<file path="src/design/pemux_pkg.sv">
package pemux_pkg;

  // ==========================================================
  // Pin count and package options
  // ==========================================================
  localparam int NUM_PINS = 5;
  localparam int PKG_PINS_SMALL = 64;
  localparam int PKG_PINS_LARGE = 80;

  // ==========================================================
  // Register offsets (byte addresses)
  // ==========================================================
  localparam int ADDR_W = 12;
  localparam logic [11:0] OFF_LATCH = 12'h000;
  localparam logic [11:0] OFF_DIR = 12'h004;
  localparam logic [11:0] OFF_CTRL = 12'h008;
  localparam logic [11:0] OFF_PIN = 12'h00c;
  localparam logic [11:0] OFF_OWNER = 12'h010;

  // ==========================================================
  // Control register fields
  // ==========================================================
  localparam int CTRL_PMP_EN = 0;
  localparam int CTRL_PMP_PLACE = 1;
  localparam int CTRL_PWM_PLACE = 2;
  localparam int CTRL_REF_CLOCK_OUT_EN = 3;
  localparam int CTRL_PMP_MASTER = 4;
  localparam int CTRL_PWM_EN_LSB = 5;
  localparam int CTRL_TRI_LSB = 10;
  localparam int CTRL_W = 15;

  // ==========================================================
  // Reset values
  // ==========================================================
  localparam logic [4:0] LATCH_RST = 5'h00;
  localparam logic [4:0] DIR_RST = 5'h1f;
  localparam logic [14:0] CTRL_RST = 15'h0006;

  // ==========================================================
  // Pin positions of fixed functions
  // ==========================================================
  localparam int PIN_RD = 0;
  localparam int PIN_WR = 1;
  localparam int PIN_BE = 2;
  localparam int PIN_A13 = 3;
  localparam int PIN_A12 = 4;
  localparam int PIN_REF_CLOCK_OUT = 3;
  localparam int STROBE_PINS = 3;

  // ==========================================================
  // Pin owner, one-hot
  // ==========================================================
  typedef enum logic [4:0] {
    OWN_LATCH = 5'h01,
    OWN_PMP = 5'h02,
    OWN_REF_CLOCK_OUT = 5'h04,
    OWN_PWM = 5'h08,
    OWN_EMI = 5'h10
  } pemux_owner_type;

endpackage

</file>
<file path="src/design/pemux_pin_cell.sv">
// ============================================================
// One pin: fixed priority selection of data and direction
// ============================================================
module pemux_pin_cell (
  input wire logic emi_active,
  input wire logic emi_drive,
  input wire logic emi_data,
  input wire logic pwm_sel,
  input wire logic pwm_data,
  input wire logic pwm_shutdown,
  input wire logic pwm_tri_sel,
  input wire logic ref_clock_out_sel,
  input wire logic ref_clock_out_data,
  input wire logic pmp_sel,
  input wire logic pmp_drive,
  input wire logic pmp_data,
  input wire logic latch_bit,
  input wire logic pin_direction_bit,
  output logic pin_out,
  output logic pin_oe,
  output pemux_pkg::pemux_owner_type owner
);

  // Direction comes from the owning function, not the direction bit
  always_comb begin
    pin_out = 1'b0;
    pin_oe = 1'b0;
    owner = pemux_pkg::OWN_LATCH;
    if (emi_active) begin
      owner = pemux_pkg::OWN_EMI;
      pin_out = emi_data;
      pin_oe = emi_drive;
    end else if (pwm_sel && !pin_direction_bit) begin
      owner = pemux_pkg::OWN_PWM;
      pin_out = pwm_data;
      // Shutdown may float the stage rather than hold a level
      pin_oe = !(pwm_shutdown && pwm_tri_sel);
    end else if (ref_clock_out_sel) begin
      owner = pemux_pkg::OWN_REF_CLOCK_OUT;
      pin_out = ref_clock_out_data;
      pin_oe = 1'b1;
    end else if (pmp_sel) begin
      owner = pemux_pkg::OWN_PMP;
      pin_out = pmp_data;
      pin_oe = pmp_drive;
    end else begin
      pin_out = latch_bit;
      pin_oe = !pin_direction_bit;
    end
  end

endmodule

</file>
<file path="src/design/pemux_pmp_route.sv">
// ============================================================
// Parallel port function placement onto pins 0 to 4
// ============================================================
module pemux_pmp_route (
  input wire logic pmp_en,
  input wire logic par_port_placement_cfg,
  input wire logic par_port_master,
  input wire logic par_port_read_strobe,
  input wire logic par_port_write_strobe,
  input wire logic par_port_byte_enable,
  input wire logic par_port_addr_b13,
  input wire logic par_port_addr_b12,
  output logic [4:0] pmp_sel,
  output logic [4:0] pmp_drive,
  output logic [4:0] pmp_data
);

  logic strobes_here;

  // Strobes and byte enable only sit here in the default placement
  assign strobes_here = pmp_en && par_port_placement_cfg;

  // Per-pin selection, direction and data
  always_comb begin
    pmp_sel = 5'h00;
    pmp_drive = 5'h00;
    pmp_data = 5'h00;
    pmp_sel[pemux_pkg::PIN_RD] = strobes_here;
    pmp_drive[pemux_pkg::PIN_RD] = par_port_master;
    pmp_data[pemux_pkg::PIN_RD] = par_port_read_strobe;
    pmp_sel[pemux_pkg::PIN_WR] = strobes_here;
    pmp_drive[pemux_pkg::PIN_WR] = par_port_master;
    pmp_data[pemux_pkg::PIN_WR] = par_port_write_strobe;
    pmp_sel[pemux_pkg::PIN_BE] = strobes_here;
    pmp_drive[pemux_pkg::PIN_BE] = 1'b1;
    pmp_data[pemux_pkg::PIN_BE] = par_port_byte_enable;
    pmp_sel[pemux_pkg::PIN_A13] = pmp_en;
    pmp_drive[pemux_pkg::PIN_A13] = 1'b1;
    pmp_data[pemux_pkg::PIN_A13] = par_port_addr_b13;
    pmp_sel[pemux_pkg::PIN_A12] = pmp_en;
    pmp_drive[pemux_pkg::PIN_A12] = 1'b1;
    pmp_data[pemux_pkg::PIN_A12] = par_port_addr_b12;
  end

endmodule

</file>
<file path="src/design/pemux_port_e_low.sv">
// What this block does
// - Unowned pin acts as plain port bit
// - Memory bus carries address/data 8..12 here
// - Memory bus overrides every other function
// - Owning function sets pin direction itself
// - Pin 0 is parallel read strobe
// - Pin 1 is parallel write strobe
// - Pin 2 outputs parallel byte enable
// - Pins 3, 4 output parallel address 13, 12
// - Strobes on pins 0-2 need placement bit
// - PWM two D, C, B on pins 0-2
// - PWM outputs may float during shutdown
// - PWM three C, B need placement, 80-pin
// - Pin 3 may output reference clock
module pemux_port_e_low #(
  parameter int PKG_PINS = pemux_pkg::PKG_PINS_LARGE
) (
  input wire logic pclk,
  input wire logic presetn,
  input wire logic psel,
  input wire logic penable,
  input wire logic pwrite,
  input wire logic [11:0] paddr,
  input wire logic [31:0] pwdata,
  output logic [31:0] prdata,
  output logic pready,
  output logic pslverr,
  input wire logic [4:0] port_e_pin_input,
  output logic [4:0] pin_out,
  output logic [4:0] pin_oe,
  input wire logic ext_bus_active,
  input wire logic ext_bus_drive,
  input wire logic [4:0] ext_bus_addr_data_out,
  output logic [4:0] ext_bus_addr_data_in,
  input wire logic par_port_master,
  input wire logic par_port_read_strobe,
  input wire logic par_port_write_strobe,
  input wire logic par_port_byte_enable,
  input wire logic par_port_addr_b13,
  input wire logic par_port_addr_b12,
  output logic par_port_read_in,
  output logic par_port_write_in,
  input wire logic pwm_two_channel_d,
  input wire logic pwm_two_channel_c,
  input wire logic pwm_two_channel_b,
  input wire logic pwm_two_shutdown,
  input wire logic pwm_three_channel_c,
  input wire logic pwm_three_channel_b,
  input wire logic pwm_three_shutdown,
  input wire logic ref_clock_out
);

  // ==========================================================
  // Elaboration check
  // ==========================================================
  if (PKG_PINS != pemux_pkg::PKG_PINS_SMALL &&
      PKG_PINS != pemux_pkg::PKG_PINS_LARGE) begin : g_bad_pkg
    $error("PKG_PINS must be 64 or 80");
  end

  // Memory bus and unit three placement exist on the larger package
  localparam logic IS_LARGE = (PKG_PINS == pemux_pkg::PKG_PINS_LARGE);

  // ==========================================================
  // Declarations
  // ==========================================================
  // Software-visible state
  logic [4:0] latch_reg;
  logic [4:0] pin_direction_bit_reg;
  logic [14:0] ctrl_reg;
  logic [4:0] pin_in_reg;
  logic [31:0] prdata_reg;
  logic pready_reg;
  logic pslverr_reg;
  // Registered outputs and returns
  logic [4:0] pin_out_reg;
  logic [4:0] pin_oe_reg;
  logic [4:0] ext_in_reg;
  logic rd_in_reg;
  logic wr_in_reg;
  logic [24:0] owner_reg;
  // Next values and bus decode
  logic [4:0] pin_out_next;
  logic [4:0] pin_oe_next;
  logic [24:0] owner_next;
  logic [31:0] rdata_next;
  logic access;
  logic commit;
  // Per-function select, data and drive
  logic emi_active;
  logic par_port_placement_cfg;
  logic pwm_output_placement_cfg;
  logic [4:0] pwm_en;
  logic [4:0] pwm_tri;
  logic [4:0] pwm_sel;
  logic [4:0] pwm_data;
  logic [4:0] pwm_shut;
  logic [4:0] ref_clock_out_sel;
  logic [4:0] ref_clock_out_data;
  logic [4:0] pmp_sel;
  logic [4:0] pmp_drive;
  logic [4:0] pmp_data;
  pemux_pkg::pemux_owner_type owner [pemux_pkg::NUM_PINS];

  // ==========================================================
  // Address decode
  // ==========================================================
  // Whole-offset match; no aliases, so stray writes stay harmless
  function automatic logic hit(input logic [11:0] a,
                               input logic [11:0] off);
    hit = (a == off);
  endfunction

  // Anything else answers with an error
  function automatic logic mapped(input logic [11:0] a);
    mapped = hit(a, pemux_pkg::OFF_LATCH) || hit(a, pemux_pkg::OFF_DIR) ||
             hit(a, pemux_pkg::OFF_CTRL) || hit(a, pemux_pkg::OFF_PIN) ||
             hit(a, pemux_pkg::OFF_OWNER);
  endfunction

  // ==========================================================
  // APB handshake: one wait state, then pready for one cycle
  // ==========================================================
  assign access = psel && penable && !pready_reg;
  assign commit = psel && penable && pready_reg;

  // Read data and error are captured one edge before commit
  always_comb begin
    rdata_next = 32'h0000_0000;
    if (hit(paddr, pemux_pkg::OFF_LATCH)) begin
      rdata_next[4:0] = latch_reg;
    end else if (hit(paddr, pemux_pkg::OFF_DIR)) begin
      rdata_next[4:0] = pin_direction_bit_reg;
    end else if (hit(paddr, pemux_pkg::OFF_CTRL)) begin
      rdata_next[14:0] = ctrl_reg;
    end else if (hit(paddr, pemux_pkg::OFF_PIN)) begin
      rdata_next[4:0] = pin_in_reg;
    end else if (hit(paddr, pemux_pkg::OFF_OWNER)) begin
      rdata_next[24:0] = owner_reg;
    end
  end

  // pready is a one-cycle pulse; pslverr rides with it
  always_ff @(posedge pclk or negedge presetn) begin
    if (!presetn) begin
      pready_reg <= 1'b0;
      pslverr_reg <= 1'b0;
      prdata_reg <= 32'h0000_0000;
    end else begin
      pready_reg <= access;
      pslverr_reg <= access && !mapped(paddr);
      if (access && !pwrite) begin
        prdata_reg <= rdata_next;
      end
    end
  end

  // ==========================================================
  // Software registers; writes land at the completing edge
  // ==========================================================
  // Writes to read-only offsets are dropped without an error
  always_ff @(posedge pclk or negedge presetn) begin
    if (!presetn) begin
      latch_reg <= pemux_pkg::LATCH_RST;
      pin_direction_bit_reg <= pemux_pkg::DIR_RST;
      ctrl_reg <= pemux_pkg::CTRL_RST;
    end else if (commit && pwrite) begin
      if (hit(paddr, pemux_pkg::OFF_LATCH)) begin
        latch_reg <= pwdata[4:0];
      end
      if (hit(paddr, pemux_pkg::OFF_DIR)) begin
        pin_direction_bit_reg <= pwdata[4:0];
      end
      if (hit(paddr, pemux_pkg::OFF_CTRL)) begin
        ctrl_reg <= pwdata[14:0];
      end
    end
  end

  // ==========================================================
  // Function selection per pin
  // ==========================================================
  // Memory bus exists only on the larger package
  assign emi_active = IS_LARGE && ext_bus_active;
  assign par_port_placement_cfg = ctrl_reg[pemux_pkg::CTRL_PMP_PLACE];
  assign pwm_output_placement_cfg = ctrl_reg[pemux_pkg::CTRL_PWM_PLACE];
  assign pwm_en = ctrl_reg[pemux_pkg::CTRL_PWM_EN_LSB +: 5];
  assign pwm_tri = ctrl_reg[pemux_pkg::CTRL_TRI_LSB +: 5];

  // PWM two always lives on pins 0-2; unit three needs its placement
  assign pwm_sel[2:0] = pwm_en[2:0];
  assign pwm_sel[4:3] = pwm_en[4:3] &
      {2{IS_LARGE && pwm_output_placement_cfg}};
  assign pwm_data = {pwm_three_channel_b, pwm_three_channel_c,
                     pwm_two_channel_b, pwm_two_channel_c,
                     pwm_two_channel_d};
  assign pwm_shut = {{2{pwm_three_shutdown}}, {3{pwm_two_shutdown}}};

  // Reference clock only reaches pin 3
  always_comb begin
    ref_clock_out_sel = 5'h00;
    ref_clock_out_data = 5'h00;
    ref_clock_out_sel[pemux_pkg::PIN_REF_CLOCK_OUT] =
        ctrl_reg[pemux_pkg::CTRL_REF_CLOCK_OUT_EN];
    ref_clock_out_data[pemux_pkg::PIN_REF_CLOCK_OUT] = ref_clock_out;
  end

  // Address pins follow the enable alone; strobes need placement
  pemux_pmp_route u_pmp_route (
    .pmp_en(ctrl_reg[pemux_pkg::CTRL_PMP_EN]),
    .par_port_placement_cfg(par_port_placement_cfg),
    .par_port_master(par_port_master),
    .par_port_read_strobe(par_port_read_strobe),
    .par_port_write_strobe(par_port_write_strobe),
    .par_port_byte_enable(par_port_byte_enable),
    .par_port_addr_b13(par_port_addr_b13),
    .par_port_addr_b12(par_port_addr_b12),
    .pmp_sel(pmp_sel),
    .pmp_drive(pmp_drive),
    .pmp_data(pmp_data)
  );

  // ==========================================================
  // Pin cells
  // ==========================================================
  // One cell per pin; all cells share the same priority order
  for (genvar i = 0; i < pemux_pkg::NUM_PINS; i++) begin : g_pin
    pemux_pin_cell u_cell (
      .emi_active(emi_active),
      .emi_drive(ext_bus_drive),
      .emi_data(ext_bus_addr_data_out[i]),
      .pwm_sel(pwm_sel[i]),
      .pwm_data(pwm_data[i]),
      .pwm_shutdown(pwm_shut[i]),
      .pwm_tri_sel(pwm_tri[i]),
      .ref_clock_out_sel(ref_clock_out_sel[i]),
      .ref_clock_out_data(ref_clock_out_data[i]),
      .pmp_sel(pmp_sel[i]),
      .pmp_drive(pmp_drive[i]),
      .pmp_data(pmp_data[i]),
      .latch_bit(latch_reg[i]),
      .pin_direction_bit(pin_direction_bit_reg[i]),
      .pin_out(pin_out_next[i]),
      .pin_oe(pin_oe_next[i]),
      .owner(owner[i])
    );
    // Five bits per pin in the owner status word
    assign owner_next[5*i +: 5] = owner[i];
  end

  // ==========================================================
  // Registered pin drive; costs one cycle of latency on all paths
  // ==========================================================
  // Reset clears every enable, so only an active memory bus can drive a pin before software
  // Latency traded for glitch-free pins while the mux settles
  always_ff @(posedge pclk or negedge presetn) begin
    if (!presetn) begin
      pin_out_reg <= 5'h00;
      pin_oe_reg <= 5'h00;
      owner_reg <= 25'h0000000;
    end else begin
      pin_out_reg <= pin_out_next;
      pin_oe_reg <= pin_oe_next;
      owner_reg <= owner_next;
    end
  end

  // ==========================================================
  // Inputs back to software and peripherals
  // ==========================================================
  // Pins are already synchronous, so one stage is enough
  always_ff @(posedge pclk or negedge presetn) begin
    if (!presetn) begin
      pin_in_reg <= 5'h00;
      ext_in_reg <= 5'h00;
      rd_in_reg <= 1'b0;
      wr_in_reg <= 1'b0;
    end else begin
      pin_in_reg <= port_e_pin_input;
      // Idle bus reads zero so stale pin data never leaks
      ext_in_reg <= emi_active ? port_e_pin_input : 5'h00;
      // Strobe inputs only count while the port is a slave
      rd_in_reg <= (owner[pemux_pkg::PIN_RD] == pemux_pkg::OWN_PMP) &&
                   !par_port_master &&
                   port_e_pin_input[pemux_pkg::PIN_RD];
      wr_in_reg <= (owner[pemux_pkg::PIN_WR] == pemux_pkg::OWN_PMP) &&
                   !par_port_master &&
                   port_e_pin_input[pemux_pkg::PIN_WR];
    end
  end

  // Every output comes straight from a flip-flop
  assign prdata = prdata_reg;
  assign pready = pready_reg;
  assign pslverr = pslverr_reg;
  assign pin_out = pin_out_reg;
  assign pin_oe = pin_oe_reg;
  assign ext_bus_addr_data_in = ext_in_reg;
  assign par_port_read_in = rd_in_reg;
  assign par_port_write_in = wr_in_reg;

endmodule

</file>
<file path="config.mk">
export PLATFORM = sky130hd
export DESIGN_NAME = pemux_port_e_low
export DESIGN_NICKNAME = d
export VERILOG_FILES = /design/src/design/pemux_pkg.sv /design/src/design/pemux_pin_cell.sv /design/src/design/pemux_pmp_route.sv /design/src/design/pemux_port_e_low.sv
export SDC_FILE = /design/constraint.sdc
export NUM_CORES = 1
export LEC_CHECK = 0
export ABC_AREA = 1
export BUFFER_PORTS_ARGS = -buffer_cell sky130_fd_sc_hd__buf_2
export CAP_MARGIN = 10
export CELL_PAD_IN_SITES_DETAIL_PLACEMENT = 0
export CELL_PAD_IN_SITES_GLOBAL_PLACEMENT = 1
export CORE_UTILIZATION = 40
export DETAILED_ROUTE_END_ITERATION = 8
export PLACE_DENSITY = 0.89
export SKIP_CTS_REPAIR_TIMING = 1
export SYNTH_ARGS = -nofsm -noshare
export SYNTH_HDL_FRONTEND = slang
export SYNTH_SLANG_ARGS = --single-unit
export TNS_END_PERCENT = 5
</file>
<file path="constraint.sdc">
create_clock -name pclk -period 2.3 [get_ports pclk]
set_input_delay 0.23 -clock pclk [delete_from_list [all_inputs] [get_ports pclk]]
set_output_delay 0.23 -clock pclk [all_outputs]
set_load 0.1 [all_outputs]
</file>
### Yosys cells after proc, flatten, opt, wreduce, memory -nomap -nowiden

Cells that the tools add are included.

| operators by class | value |
|---|---|
| reductions and logical operators | 43 |
| muxes and demuxes | 55 |
| equal/unequal tests | 6 |
| bitwise gates (word level) | 1 |

Operators with widths:

| operator | count |
|---|---|
| 2-to-1 mux 5 bit | 14 |
| 2-to-1 mux 20 bit | 3 |
| 2-to-1 mux 1 bit | 32 |
| 2-to-1 mux 25 bit | 1 |
| == test 12 x 4 -> 1 bit, second input constant | 2 |
| logical AND 1 bit | 21 |
| 2-to-1 mux 15 bit | 1 |
| logical NOT 1 bit | 14 |
| == test 12 x 3 -> 1 bit, second input constant | 1 |
| == test 12 x 5 -> 1 bit, second input constant | 1 |
| logical NOT 12 bit | 1 |
| == test 5 x 2 -> 1 bit, second input constant | 2 |
| 2-to-1 mux 10 bit | 1 |
| AND reduction 2 bit | 3 |
| logical OR 1 bit | 4 |
| 2-to-1 mux 2 bit | 2 |
| 2-to-1 mux 4 bit | 1 |
| bitwise AND 2 bit | 1 |

| word-level totals | value |
|---|---|
| input port bits | 75 |
| register bits after elaboration | 99 |
| output and inout bits | 51 |

### Logic depth before layout (Yosys ltp)

Gate-level depths: netlist of run 1.

| depth | value |
|---|---|
| word-level depth | 7 |
| depth in mapped cells | 10 |
| gate-level depth less buffers | 10 |

### Modules after synthesis

A second synthesis of run 1 with hierarchy kept.

| second synthesis, totals | value |
|---|---|
| cell total of the unflattened synthesis | 571 |
| area, all modules | 4878.4 µm² |

Modules (own cells, without submodules):

| module | area an instance (µm²) | times used | sequential area each (µm²) | cells each |
|---|---|---|---|---|
| pemux_port_e_low | 4041.4 | 1 | 2486.1 | 393 |
| pemux_pin_cell | 142.6 | 5 | 0.0 | 32 |
| pemux_pmp_route | 123.9 | 1 | 0.0 | 18 |

### Worst setup path before layout of run 1

Ideal clock, no wire load.

| timing path | value |
|---|---|
| path type | flip-flop to flip-flop |
| from | register pready_reg, in the netlist pready |
| to | register ctrl_reg[13] |
| cell stages (with the launch flop) | 7 |
| data arrival time | 1805 ps |
| setup slack | 372 ps |
| cell sequence | dfrtp_1 -> nand2_1 -> nor2_2 -> nand3_4 -> buf_4 -> nor2_1 -> a21oi_1 |

| between the ends | value |
|---|---|
| cells in the longest elaborated chain, start to end | 3 |

Ends and longest elaborated chain:

| item | line | source |
|---|---|---|
| from (decl) | pemux_port_e_low.sv:73 | `logic pready_reg;` |
| from (signal assigned) | pemux_port_e_low.sv:150 | `pready_reg <= access;` |
| logical AND 1 bit | pemux_port_e_low.sv:125 | `assign commit = psel && penable && pready_reg;` |
| logical AND 1 bit | pemux_port_e_low.sv:167 | `end else if (commit && pwrite) begin` |
| AND reduction 2 bit (no source line) | n/a |  |
| to (signal assigned) | pemux_port_e_low.sv:166 | `ctrl_reg <= pemux_pkg::CTRL_RST;` |
| to (signal assigned) | pemux_port_e_low.sv:175 | `ctrl_reg <= pwdata[14:0];` |
| to (decl) | pemux_port_e_low.sv:70 | `logic [14:0] ctrl_reg;` |

No other way between the ends.
A chain may end at the register's enable or synchronous reset.

### Worst setup path after layout of run 1

| timing path | value |
|---|---|
| from | register pready_reg, in the netlist pready |
| to | register prdata_reg[8], in the netlist prdata[8] |

| between the ends | value |
|---|---|
| cells in the longest elaborated chain, start to end | 3 |

Ends and longest elaborated chain:

| item | line | source |
|---|---|---|
| logical NOT 1 bit | pemux_port_e_low.sv:124 | `assign access = psel && penable && !pready_reg;` |
| logical AND 1 bit | pemux_port_e_low.sv:124 |  |
| net access | pemux_port_e_low.sv:87 | `logic access;` |
| logical AND 1 bit | pemux_port_e_low.sv:152 | `if (access && !pwrite) begin` |
| to (signal assigned) | pemux_port_e_low.sv:153 | `prdata_reg <= rdata_next;` |
| to (decl) | pemux_port_e_low.sv:72 | `logic [31:0] prdata_reg;` |

The timed path passes the listed nets, and every way through them passes these cells.

==> impl_results.md, run 1 <==
* Status: complete, no violations
* Rows at 36
* Required time of the critical path at 2.60 ns
* GR Overflow Total at 0
* CTS HTree Levels at 3
* Arr. time, crit path at 2.06 ns
* Synth Area per Inst at 9.01 um2
* Share of cells above drive strength 1 at 28.8%
* Clock slew at reported path FFs at roughly 0.090 ns
* Share of the synthesized area in the top cell type at 51.2%
* Most instantiated cells after synthesis: nand2_1, dfrtp_1, inv_1
* Prevailing post-synth register cell: dfrtp_1
* Cell chain of the critical path: nor2_2 > inv_2 > nor2_4 > inv_2 > nor2_4 > nand4_1 > nand3_1
* Critical path class: flop to flop
* Core Util, Final at 50.2%
* First-pass GRT wire length at 16,000 um
* Largest net degree at the start of global routing at 39
* Ys async rst share at 100%
* Post-Syn Area at 4010 um2
* Placer congestion estimate at 0.875
* Crit end category: flop
* Reg2reg start: pready
* Die Wd at 102 um
* Cell with the most instances after synthesis: nand2_1
* Setup WS pre-CTS at about 0.51 ns
* Sequential-to-total area share from yosys stat at 55.8%
* Crit share post-route at approximately three quarters
* Area Overhead vs Synth at 21.7%
* Initial antenna violation count at 0
* Pre-antenna DRT Iters at 4
* Worst Hold Class: input port to flop
* Slew headroom at 66.5%
* Average wire per standard cell at 14.6 um
* HP Start: port_e_pin_input[1]
* Buffers on Ports at 100
* Clk buf depth at 2
* Worst-case reg-to-reg path depth at 7
* Via density at 4.82
* Finished Cell Area at 4880 um2
* Maximum VDD drop at 0.266 mV
* Max reg flops at 23
* Number of max-cap violations at 0
* Dominant cell type by area after synthesis: dfrtp_1
* Root Buffer: clkbuf_8
* Netlist cell types at 37
* CTS Sinks at 89
* Setup slack after layout at around 0.54 ns
* First DRT Iteration DRCs at 164
* Ant. Diodes at 0
* Leak at 0.00260 uW
* Final Skew at 0.0102 ns
* Final hold viol count at 0
* Cells after synthesis at 445
* Final ANT Viol Nets at 0
* Startpoint type of the worst setup path: flop
* Fmax at between 500 and 600 MHz
* Die span in y at 102 um
* Final net count at between 600 and 700
* CP peak stage delay at 0.40 ns
* Cts bufs inserted at 9
* CTS tree: done
* Total die area at 10,400 um2
* Number of I/O pins at 126
* Setup TNS at 0 ns
* Crit. Startpoint: pready
* Detail Placement HPWL at between 7000 and 8000 um
* Seq cells post-synth at 89
* Crit-path max FO at 26
* Area after DPL at 4600 um2
* Routed WL at between 10,000 and 15,000 um
* EDFF count, synth at 0
* GR Util All Layers at 20.7%
* Top cells by area, synth: dfrtp_1, nand2_1, nand3_1
* Drc violations at 0
* Worst Hold Depth at 1
* Slowest CP cell: dfrtp_1
* RSZ-0062 raised after global routing: false
* Vias in the first global route at between 3,000 and 4,000
* Finish-stage setup viols at 0
* Post-layout minimum cycle time at ~1.8 ns
* Yosys warns at 0
* Initial Utilization at 41.2%
* Tightest Pin Transition at 0.501 ns
* Max Slew Vio Count at 0
* Core Area at 9730 um2
* Vias post-DR at 3,320
* Pwr Density at 680 nW/um2
* Clk_lat worst skew at 0.36 ns
[worst paths after layout]
kind | endpoint | slack (ns)
hold / removal | pin_in_reg[1] | 0.02
hold reg to reg | pready | 0.47
setup / recovery | prdata[8] | 0.54
setup reg to reg | prdata[8] | 0.54
max in group asynchronous | pin_direction_bit_reg[0] | 1.25
min in group asynchronous | latch_reg[2] | 0.36
[cell type report]
class,count,area (um2)
Sequential cell,89,2240
Tap cell,133,166
Fill cell,950,4850
Inverter,54,203
Clock buffer,10,138
Multi-Input combinational cell,289,1460
Timing Repair Buffer,108,588
Clock inverter,6,90.1
[kinds of logic (layout without fill, tap and decap cells)]
family                 Yosys count  after routing  share of synthesized area (%)
AO/OA/AOI/OAI                   53             53                           7.30
multiplexers                     4              4                           1.12
flip-flops                      89             89                           55.8
buffers and inverters           74            178                           8.49
AND/OR/NAND/NOR                224            224                           27.2
other                            1              8                         0.0935
[placed cells by master, fill, tap and decap left out, drive strengths merged]
cell type	netlist	layout
nand2	112	112
buf	15	103
dfrtp	82	82
inv	54	55
nand3	46	46
nor2	42	42
o21ai	34	34
nor3	12	12
a21oi	11	11
clkbuf	5	10
nand4	9	9
conb	1	8
dfstp	7	7
dlygate4sd3	0	5
o22ai	4	4
mux2	4	4
a22oi	2	2
nand3b	2	2
bufinv	0	2
clkinv	0	2
o2111ai	1	1
o31ai	1	1
or2	1	1
clkinvlp	0	1
[stage by stage]
stage                     total power, uW  hold WS, ns  instances
final                                3320       0.0162        689
after global routing                 3440      0.00615        689
after CTS                            3340       -0.192        684
after detailed placement             2130        0.207        668
after global placement               2130        0.200        668
after floorplan                      1990      -0.0656        452
[worst max-delay path, delay by kind of cell, from the launching register on]
family	cells	cell delay, ns
buffers and inverters	2	0.35
flip-flops	1	0.40
AND/OR/NAND/NOR	5	0.92
[power breakdown]
part,internal (uW),switching [uW]
combinational,91.0,397
clock,645,570
sequential,1600,15.5
[per-layer routing]
metal | vias to the layer above | wire, um | GRT usage, %
met1 | 1601 | 4760 | 28.6
met4 | 0 | 227 | 7.80
met2 | 74 | 4750 | 32.8
li1 | 1629 | - | -
met5 | - | 0 | 0
met3 | 16 | 297 | 3.76
(Power assumes the default switching activity.)
==> run 2: changes to the inputs <==
--- a/config.mk
+++ b/config.mk
@@ -10,9 +10,9 @@
 export CAP_MARGIN = 10
 export CELL_PAD_IN_SITES_DETAIL_PLACEMENT = 0
 export CELL_PAD_IN_SITES_GLOBAL_PLACEMENT = 1
-export CORE_UTILIZATION = 40
+export CORE_UTILIZATION = 34
 export DETAILED_ROUTE_END_ITERATION = 8
-export PLACE_DENSITY = 0.89
+export PLACE_DENSITY = 0.81
 export SKIP_CTS_REPAIR_TIMING = 1
 export SYNTH_ARGS = -nofsm -noshare
 export SYNTH_HDL_FRONTEND = slang
==> constraint.sdc (replaced) <==
create_clock -name pclk -period 1.4 [get_ports pclk]
set_input_delay 0.14 -clock pclk [delete_from_list [all_inputs] [get_ports pclk]]
set_output_delay 0.14 -clock pclk [all_outputs]
set_load 0.1 [all_outputs]
==> impl_results.md, run 2 (same netlist as run 1, synthesis figures left out) <==
* Status: finished with violations
* Failing checks: negative hold slack
* Most frequent cells in the layout: nand2_1, buf_2, dfrtp_1
* Most common cell after layout, fill and taps aside: nand2_1
* Cell chain of the critical path: buf_2
* Root Buffer: clkbuf_16
* Max reg flops at 23 (unchanged)
* Finished Cell Area at 5200 um2 (+6.5%)
* Clk_lat worst skew at 0.34 ns (-0.02 ns)
* Final ANT Viol Nets at 0 (unchanged)
* Placer congestion estimate at 0.883 (+0.90%)
* Die Wd at 111 um (+8.3%)
* Fillers at 1,101 (+16%)
* Setup slack after layout at 0.0558 ns (-0.488 ns)
* Final net count at 650 (+3.8%)
* Crit. Startpoint: pready
* Slowest CP cell: dfrtp_4
* CTS Sinks at 89 (unchanged)
* CP peak stage delay at 0.43 ns (+0.03 ns)
* Highest metal used: met4
* Drc violations at 0 (unchanged)
* Pwr Density at 1140 nW/um2 (+68%)
* Internal Dissipation at 4250 uW (+82%)
* Worst Hold Class: input port to flop
* Share of power burned in registers at 44.8% (-3.9 points)
* Crit-path max FO at 3 (-88%)
* Setup WS pre-CTS at -0.0543 ns (-0.569 ns)
* Buffers on Ports at 100 (unchanged)
* Leak at 0.00276 uW (+6.1%)
* Largest net degree at the start of global routing at 26 (-33%)
* First DRT Iteration DRCs at 245 (+49%)
* Fmax at roughly 740 MHz
* GR Overflow Total at 0 (unchanged)
* Pre-antenna DRT Iters at 5 (+1)
* Area after DPL at 4830 um2 (+5.0%)
* Delay-heaviest family, CP: flip-flops
* Buf+Inv Stages, Crit Path at 1 (-1)
* RSZ-0062 raised after global routing: true
* Final Skew at 0.00687 ns (-0.00330 ns)
* Clk pwr share at 41.3% (+4.7 points)
* Total die area at 12,200 um2 (+17%)
* Core Area at 11,500 um2 (+18%)
* Switching Share at 28.5% (-1.1 points)
* Die span in y at 111 um (+8.3%)
* HP Start: par_port_master
* Number of I/O pins at 126 (unchanged)
* Initial Utilization at 35.0% (-6.2 points)
* Finish-stage setup viols at 0 (unchanged)
* GR Util All Layers at 18.3% (-2.5 points)
* Arr. time, crit path at 1.20 ns (-0.86 ns)
* Clock slew at reported path FFs at 0.06 ns (-0.03 ns)
* Crit end category: output port
* Setup TNS at 0 ns (unchanged)
* Maximum VDD drop at 0.498 mV (+87%)
* Initial antenna violation count at 0 (unchanged)
* First-pass GRT wire length at 17,500 um (+9.5%)
* Ant. Diodes at 0 (unchanged)
* Routed WL at 10,500 um (+4.9%)
* Crit share post-route at 96.0%
* Area Overhead vs Synth at 29.7%
* Reg2reg start: pready
* Comb pwr share at 13.9% (-0.8 points)
* Hold slack at -0.0138 ns (-0.0301 ns)
* Required time of the critical path at 1.26 ns (-1.34 ns)
* Number of max-cap violations at 0 (unchanged)
* Average wire per standard cell at 14.6 um (about the same)
* WL met1 at 4810 um (+1.1%)
* CTS HTree Levels at 3 (unchanged)
* Post-layout minimum cycle time at 1.34 ns
* Vias in the first global route at 3,443 (+9.0%)
* Clk buf depth at 2 (unchanged)
* Vias post-DR at 3,453 (+4.0%)
* CTS tree: done
* Critical path class: flop to output port
* Max Slew Vio Count at 0 (unchanged)
* Rows at 39 (+8.3%)
* DR WL met3 at 495 um (+67%)
* Net Sw Power at 1690 uW (+72%)
* Final hold viol count at 1 (+1)
* Met2 Wirelength at 4970 um (+4.6%)
* Detail Placement HPWL at 8240 um (+8.1%)
* Via density at 4.78 (-0.88%)
* Cts bufs inserted at 9 (unchanged)
* Share of cells above drive strength 1 at 32.1% (+3.3 points)
* Startpoint type of the worst setup path: flop
run 2: final timing paths:
kind,endpoint,slack [ns],cells after the start
setup reg to reg,prdata[9],0.07,7
min in group asynchronous,par_port_read_in,0.24,2
setup / recovery,pready,0.06,1
max in group asynchronous,pin_direction_bit_reg[0],0.58,3
hold / removal,par_port_read_in,-0.01,2
hold reg to reg,prdata[15],0.47,2
run 2: area by class of cell:
type                       instances  area [um2]  share of cell area (%)
clock buffer                      11         243                    4.67
timing repair buffer             132         796                    15.3
clock inverter                     5        63.8                    1.23
inverter                          54         205                    3.95
sequential                        89        2240                    43.1
multi-input combinational        289        1470                    28.3
tap                              143         179                    3.44
run 2: metal layers:
metal / vias to the layer above / global-route usage (%)
met4: 0 / 7.73
li1: 1677 / -
met5: - / 0
met1: 1630 / 24.7
met2: 128 / 28.8
met3: 18 / 3.29
run 2: per-stage QoR:
step / utilization, % / instances / power [uW]
after CTS: 44.8 / 717 / 5990
after global placement: 42.1 / 701 / 3520
after detailed placement: 42.1 / 701 / 3530
final: 45.3 / 723 / 5940
after floorplan: - / 452 / 3280
after global routing: 45.3 / 723 / 6140
run 2: power by group through the flow:
stage,sequential [uW],combinational [uW],clock (uW)
3_3_place_gp,2710,814,0
6_report,2660,828,2450
2_1_floorplan,3040,239,0
4_1_cts,2660,822,2500
3_5_place_dp,2710,821,0
5_1_grt,2670,877,2590
==> run 3: changes to the inputs <==
--- a/config.mk
+++ b/config.mk
@@ -10,10 +10,13 @@
 export CAP_MARGIN = 10
 export CELL_PAD_IN_SITES_DETAIL_PLACEMENT = 0
 export CELL_PAD_IN_SITES_GLOBAL_PLACEMENT = 1
+export CORE_ASPECT_RATIO = 1.25
 export CORE_UTILIZATION = 34
 export DETAILED_ROUTE_END_ITERATION = 8
 export PLACE_DENSITY = 0.81
+export RECOVER_POWER = 50
 export SKIP_CTS_REPAIR_TIMING = 1
+export SLEW_MARGIN = 15
 export SYNTH_ARGS = -nofsm -noshare
 export SYNTH_HDL_FRONTEND = slang
 export SYNTH_SLANG_ARGS = --single-unit
==> impl_results.md, run 3 (same netlist as run 1, synthesis figures left out) <==
* Fmax at 738 MHz (-0.83%)
* Share of cells above drive strength 1 at 31.1% (-0.97 points)
* Initial Utilization at 34.7% (-0.28 points)
* Number of I/O pins at 126 (unchanged)
* Maximum VDD drop at 0.534 mV (+7.3%)
* CTS HTree Levels at 3 (unchanged)
* Buffers on Ports at 100 (unchanged)
* Share of power burned in registers at 45.4% (+0.6 points)
* Core Area at 11,600 um2 (+0.82%)
* Root Buffer: clkbuf_16
* Area Overhead vs Synth at 30.1%
* Ant. Diodes at 0 (unchanged)
* Pwr Density at 1130 nW/um2 (-1.5%)
* Vias post-DR at 3,385 (-2.0%)
* RSZ-0062 raised after global routing: true
* Startpoint type of the worst setup path: flop
* Largest net degree at the start of global routing at 29 (+12%)
* Arr. time, crit path at 1.58 ns (+0.38 ns)
* Tightest Pin Transition at a little under 0.9 ns
* HP Start: ext_bus_addr_data_out[2]
* Average wire per standard cell at 14.8 um (+1.5%)
* R2R setup slack at 0.04 ns (-0.03 ns)
* Worst-case reg-to-reg path depth at 5 (-2)
* Clk pwr share at 40.4% (-0.9 points)
* Via density at 4.70 (-1.6%)
* Final Skew at 0.00414 ns (-0.00273 ns)
* Comb pwr share at 14.2% (+0.3 points)
* Critical path class: flop to flop
* CTS tree: done
* Max Slew Vio Count at 0 (unchanged)
* Internal Dissipation at 4170 uW (-1.9%)
* Final ANT Viol Nets at 0 (unchanged)
* Switching Share at 29.1% (+0.54 points)
* Leak at 0.00276 uW (+0.31%)
* Die span in y at 123 um (+12%)
* Vias in the first global route at 3,373 (-2.0%)
* Rows at 44 (+13%)
* Fillers at 1,164 (+5.7%)
* First DRT Iteration DRCs at 139 (-43%)
* Number of max-cap violations at 0 (unchanged)
* Most frequent cells in the layout: nand2_1, buf_2, dfrtp_1
* Initial antenna violation count at 0 (unchanged)
* Hold slack at 0.00200 ns (+0.0158 ns)
* Clk buf depth at 2 (unchanged)
* Cts bufs inserted at 9 (unchanged)
* GR Util All Layers at 18.7% (+0.42 points)
* Slew headroom at 42.1%
* Detail Placement HPWL at 8390 um (+1.8%)
* Most common cell after layout, fill and taps aside: nand2_1
* Clock slew at reported path FFs at 0.06 ns (about the same)
* Setup TNS at 0 ns (unchanged)
* Clk_lat worst skew at 0.34 ns (about the same)
* GR Overflow Total at 0 (unchanged)
* Required time of the critical path at 1.63 ns (+0.37 ns)
* Routed WL at 10,600 um (+1.1%)
* Post-layout minimum cycle time at 1.36 ns (+0.0112 ns)
* Hold path endpoint: pin_out[2]
* Reg2reg start: pready
* Worst Hold Class: input port to flop
* Final hold viol count at 0 (-1)
* Net Sw Power at 1710 uW (+0.72%)
* RR Endpoint: ctrl_reg[7]
* Crit end category: flop
* Drc violations at 0 (unchanged)
* Final net count at 652 (+0.31%)
* Worst Hold Depth at 3 (+1)
* Crit share post-route at 96.8% (+0.80 points)
* Power Total at 5880 uW (-1.1%)
* Die Wd at 99.1 um (-10%)
* Finish-stage setup viols at 0 (unchanged)
* Pre-antenna DRT Iters at 4 (-1)
* Total die area at 12,200 um2 (about the same)
* Status: complete, no violations
* Max reg flops at 23 (unchanged)
* Crit-path max FO at 22 (+19)
* First-pass GRT wire length at 17,000 um (-2.6%)
* Placer congestion estimate at 0.829 (-6.1%)
* CTS Sinks at 89 (unchanged)
## run 3: cell types whose count changed in the layout (fill, tap and decap cells not counted), sizes merged
cell	previous run	this run
bufinv	1	0
clkbuf	11	19
clkinvlp	1	0
clkinv	2	1
buf	126	121
inv	55	57
## run 3: cell type report
class	count	area [um2]	share of cell area [%]
Clock buffer	12	267	5.11
Clock inverter	4	31.3	0.600
Inverter	54	205	3.93
Multi-Input combinational cell	289	1480	28.4
Sequential cell	89	2240	43.0
Tap cell	138	173	3.31
Timing Repair Buffer	134	820	15.7
## run 3: power groups by stage
stage	combinational (uW)	clock (uW)	sequential, uW
finish	834	2370	2670
CTS	835	2440	2670
global route	887	2530	2670
detailed placement	834	0	2720
global placement	826	0	2720
floorplan	239	0	3040
## run 3: worst max-delay path by stage
stage             start          end  slack (ns)  cells after the start
6_report         pready  ctrl_reg[7]        0.04                      5
5_1_grt          pready   prdata[10]       -0.06                      7
2_1_floorplan    pready   prdata[10]       -0.08                      7
3_3_place_gp   paddr[7]    prdata[4]        0.01                     11
4_1_cts          pready    prdata[4]        0.04                      8
3_5_place_dp   paddr[7]    prdata[3]       -0.01                      9
## run 3: metrics by stage
stage	std cells	instance area (um2)	setup slack (ns)	util, %
after global routing	720	5220	-0.0579	45.1
after detailed placement	698	4870	-0.0139	42.1
final	720	5220	0.0446	45.1
after global placement	698	4870	0.0150	42.1
after CTS	714	5160	0.0368	44.7
after floorplan	452	4070	-0.0769	-
## run 3: routing by layer
metal	share of wire (%)	wire length, um	global-route usage [%]	vias to the layer above
met4	2.4	250	8.18	0
met5	0	0	0	-
met3	3.5	368	3.73	17
li1	-	-	-	1684
met2	52	5500	33.3	81
met1	42	4520	21.9	1603
## run 3: critical path, cell delays in order, from the launching register on
cell and delay (ns):
dfrtp_4 0.50, nand2_2 0.09, nor2_4 0.05, nand3_4 0.09, buf_12 0.16, mux2_2 0.35
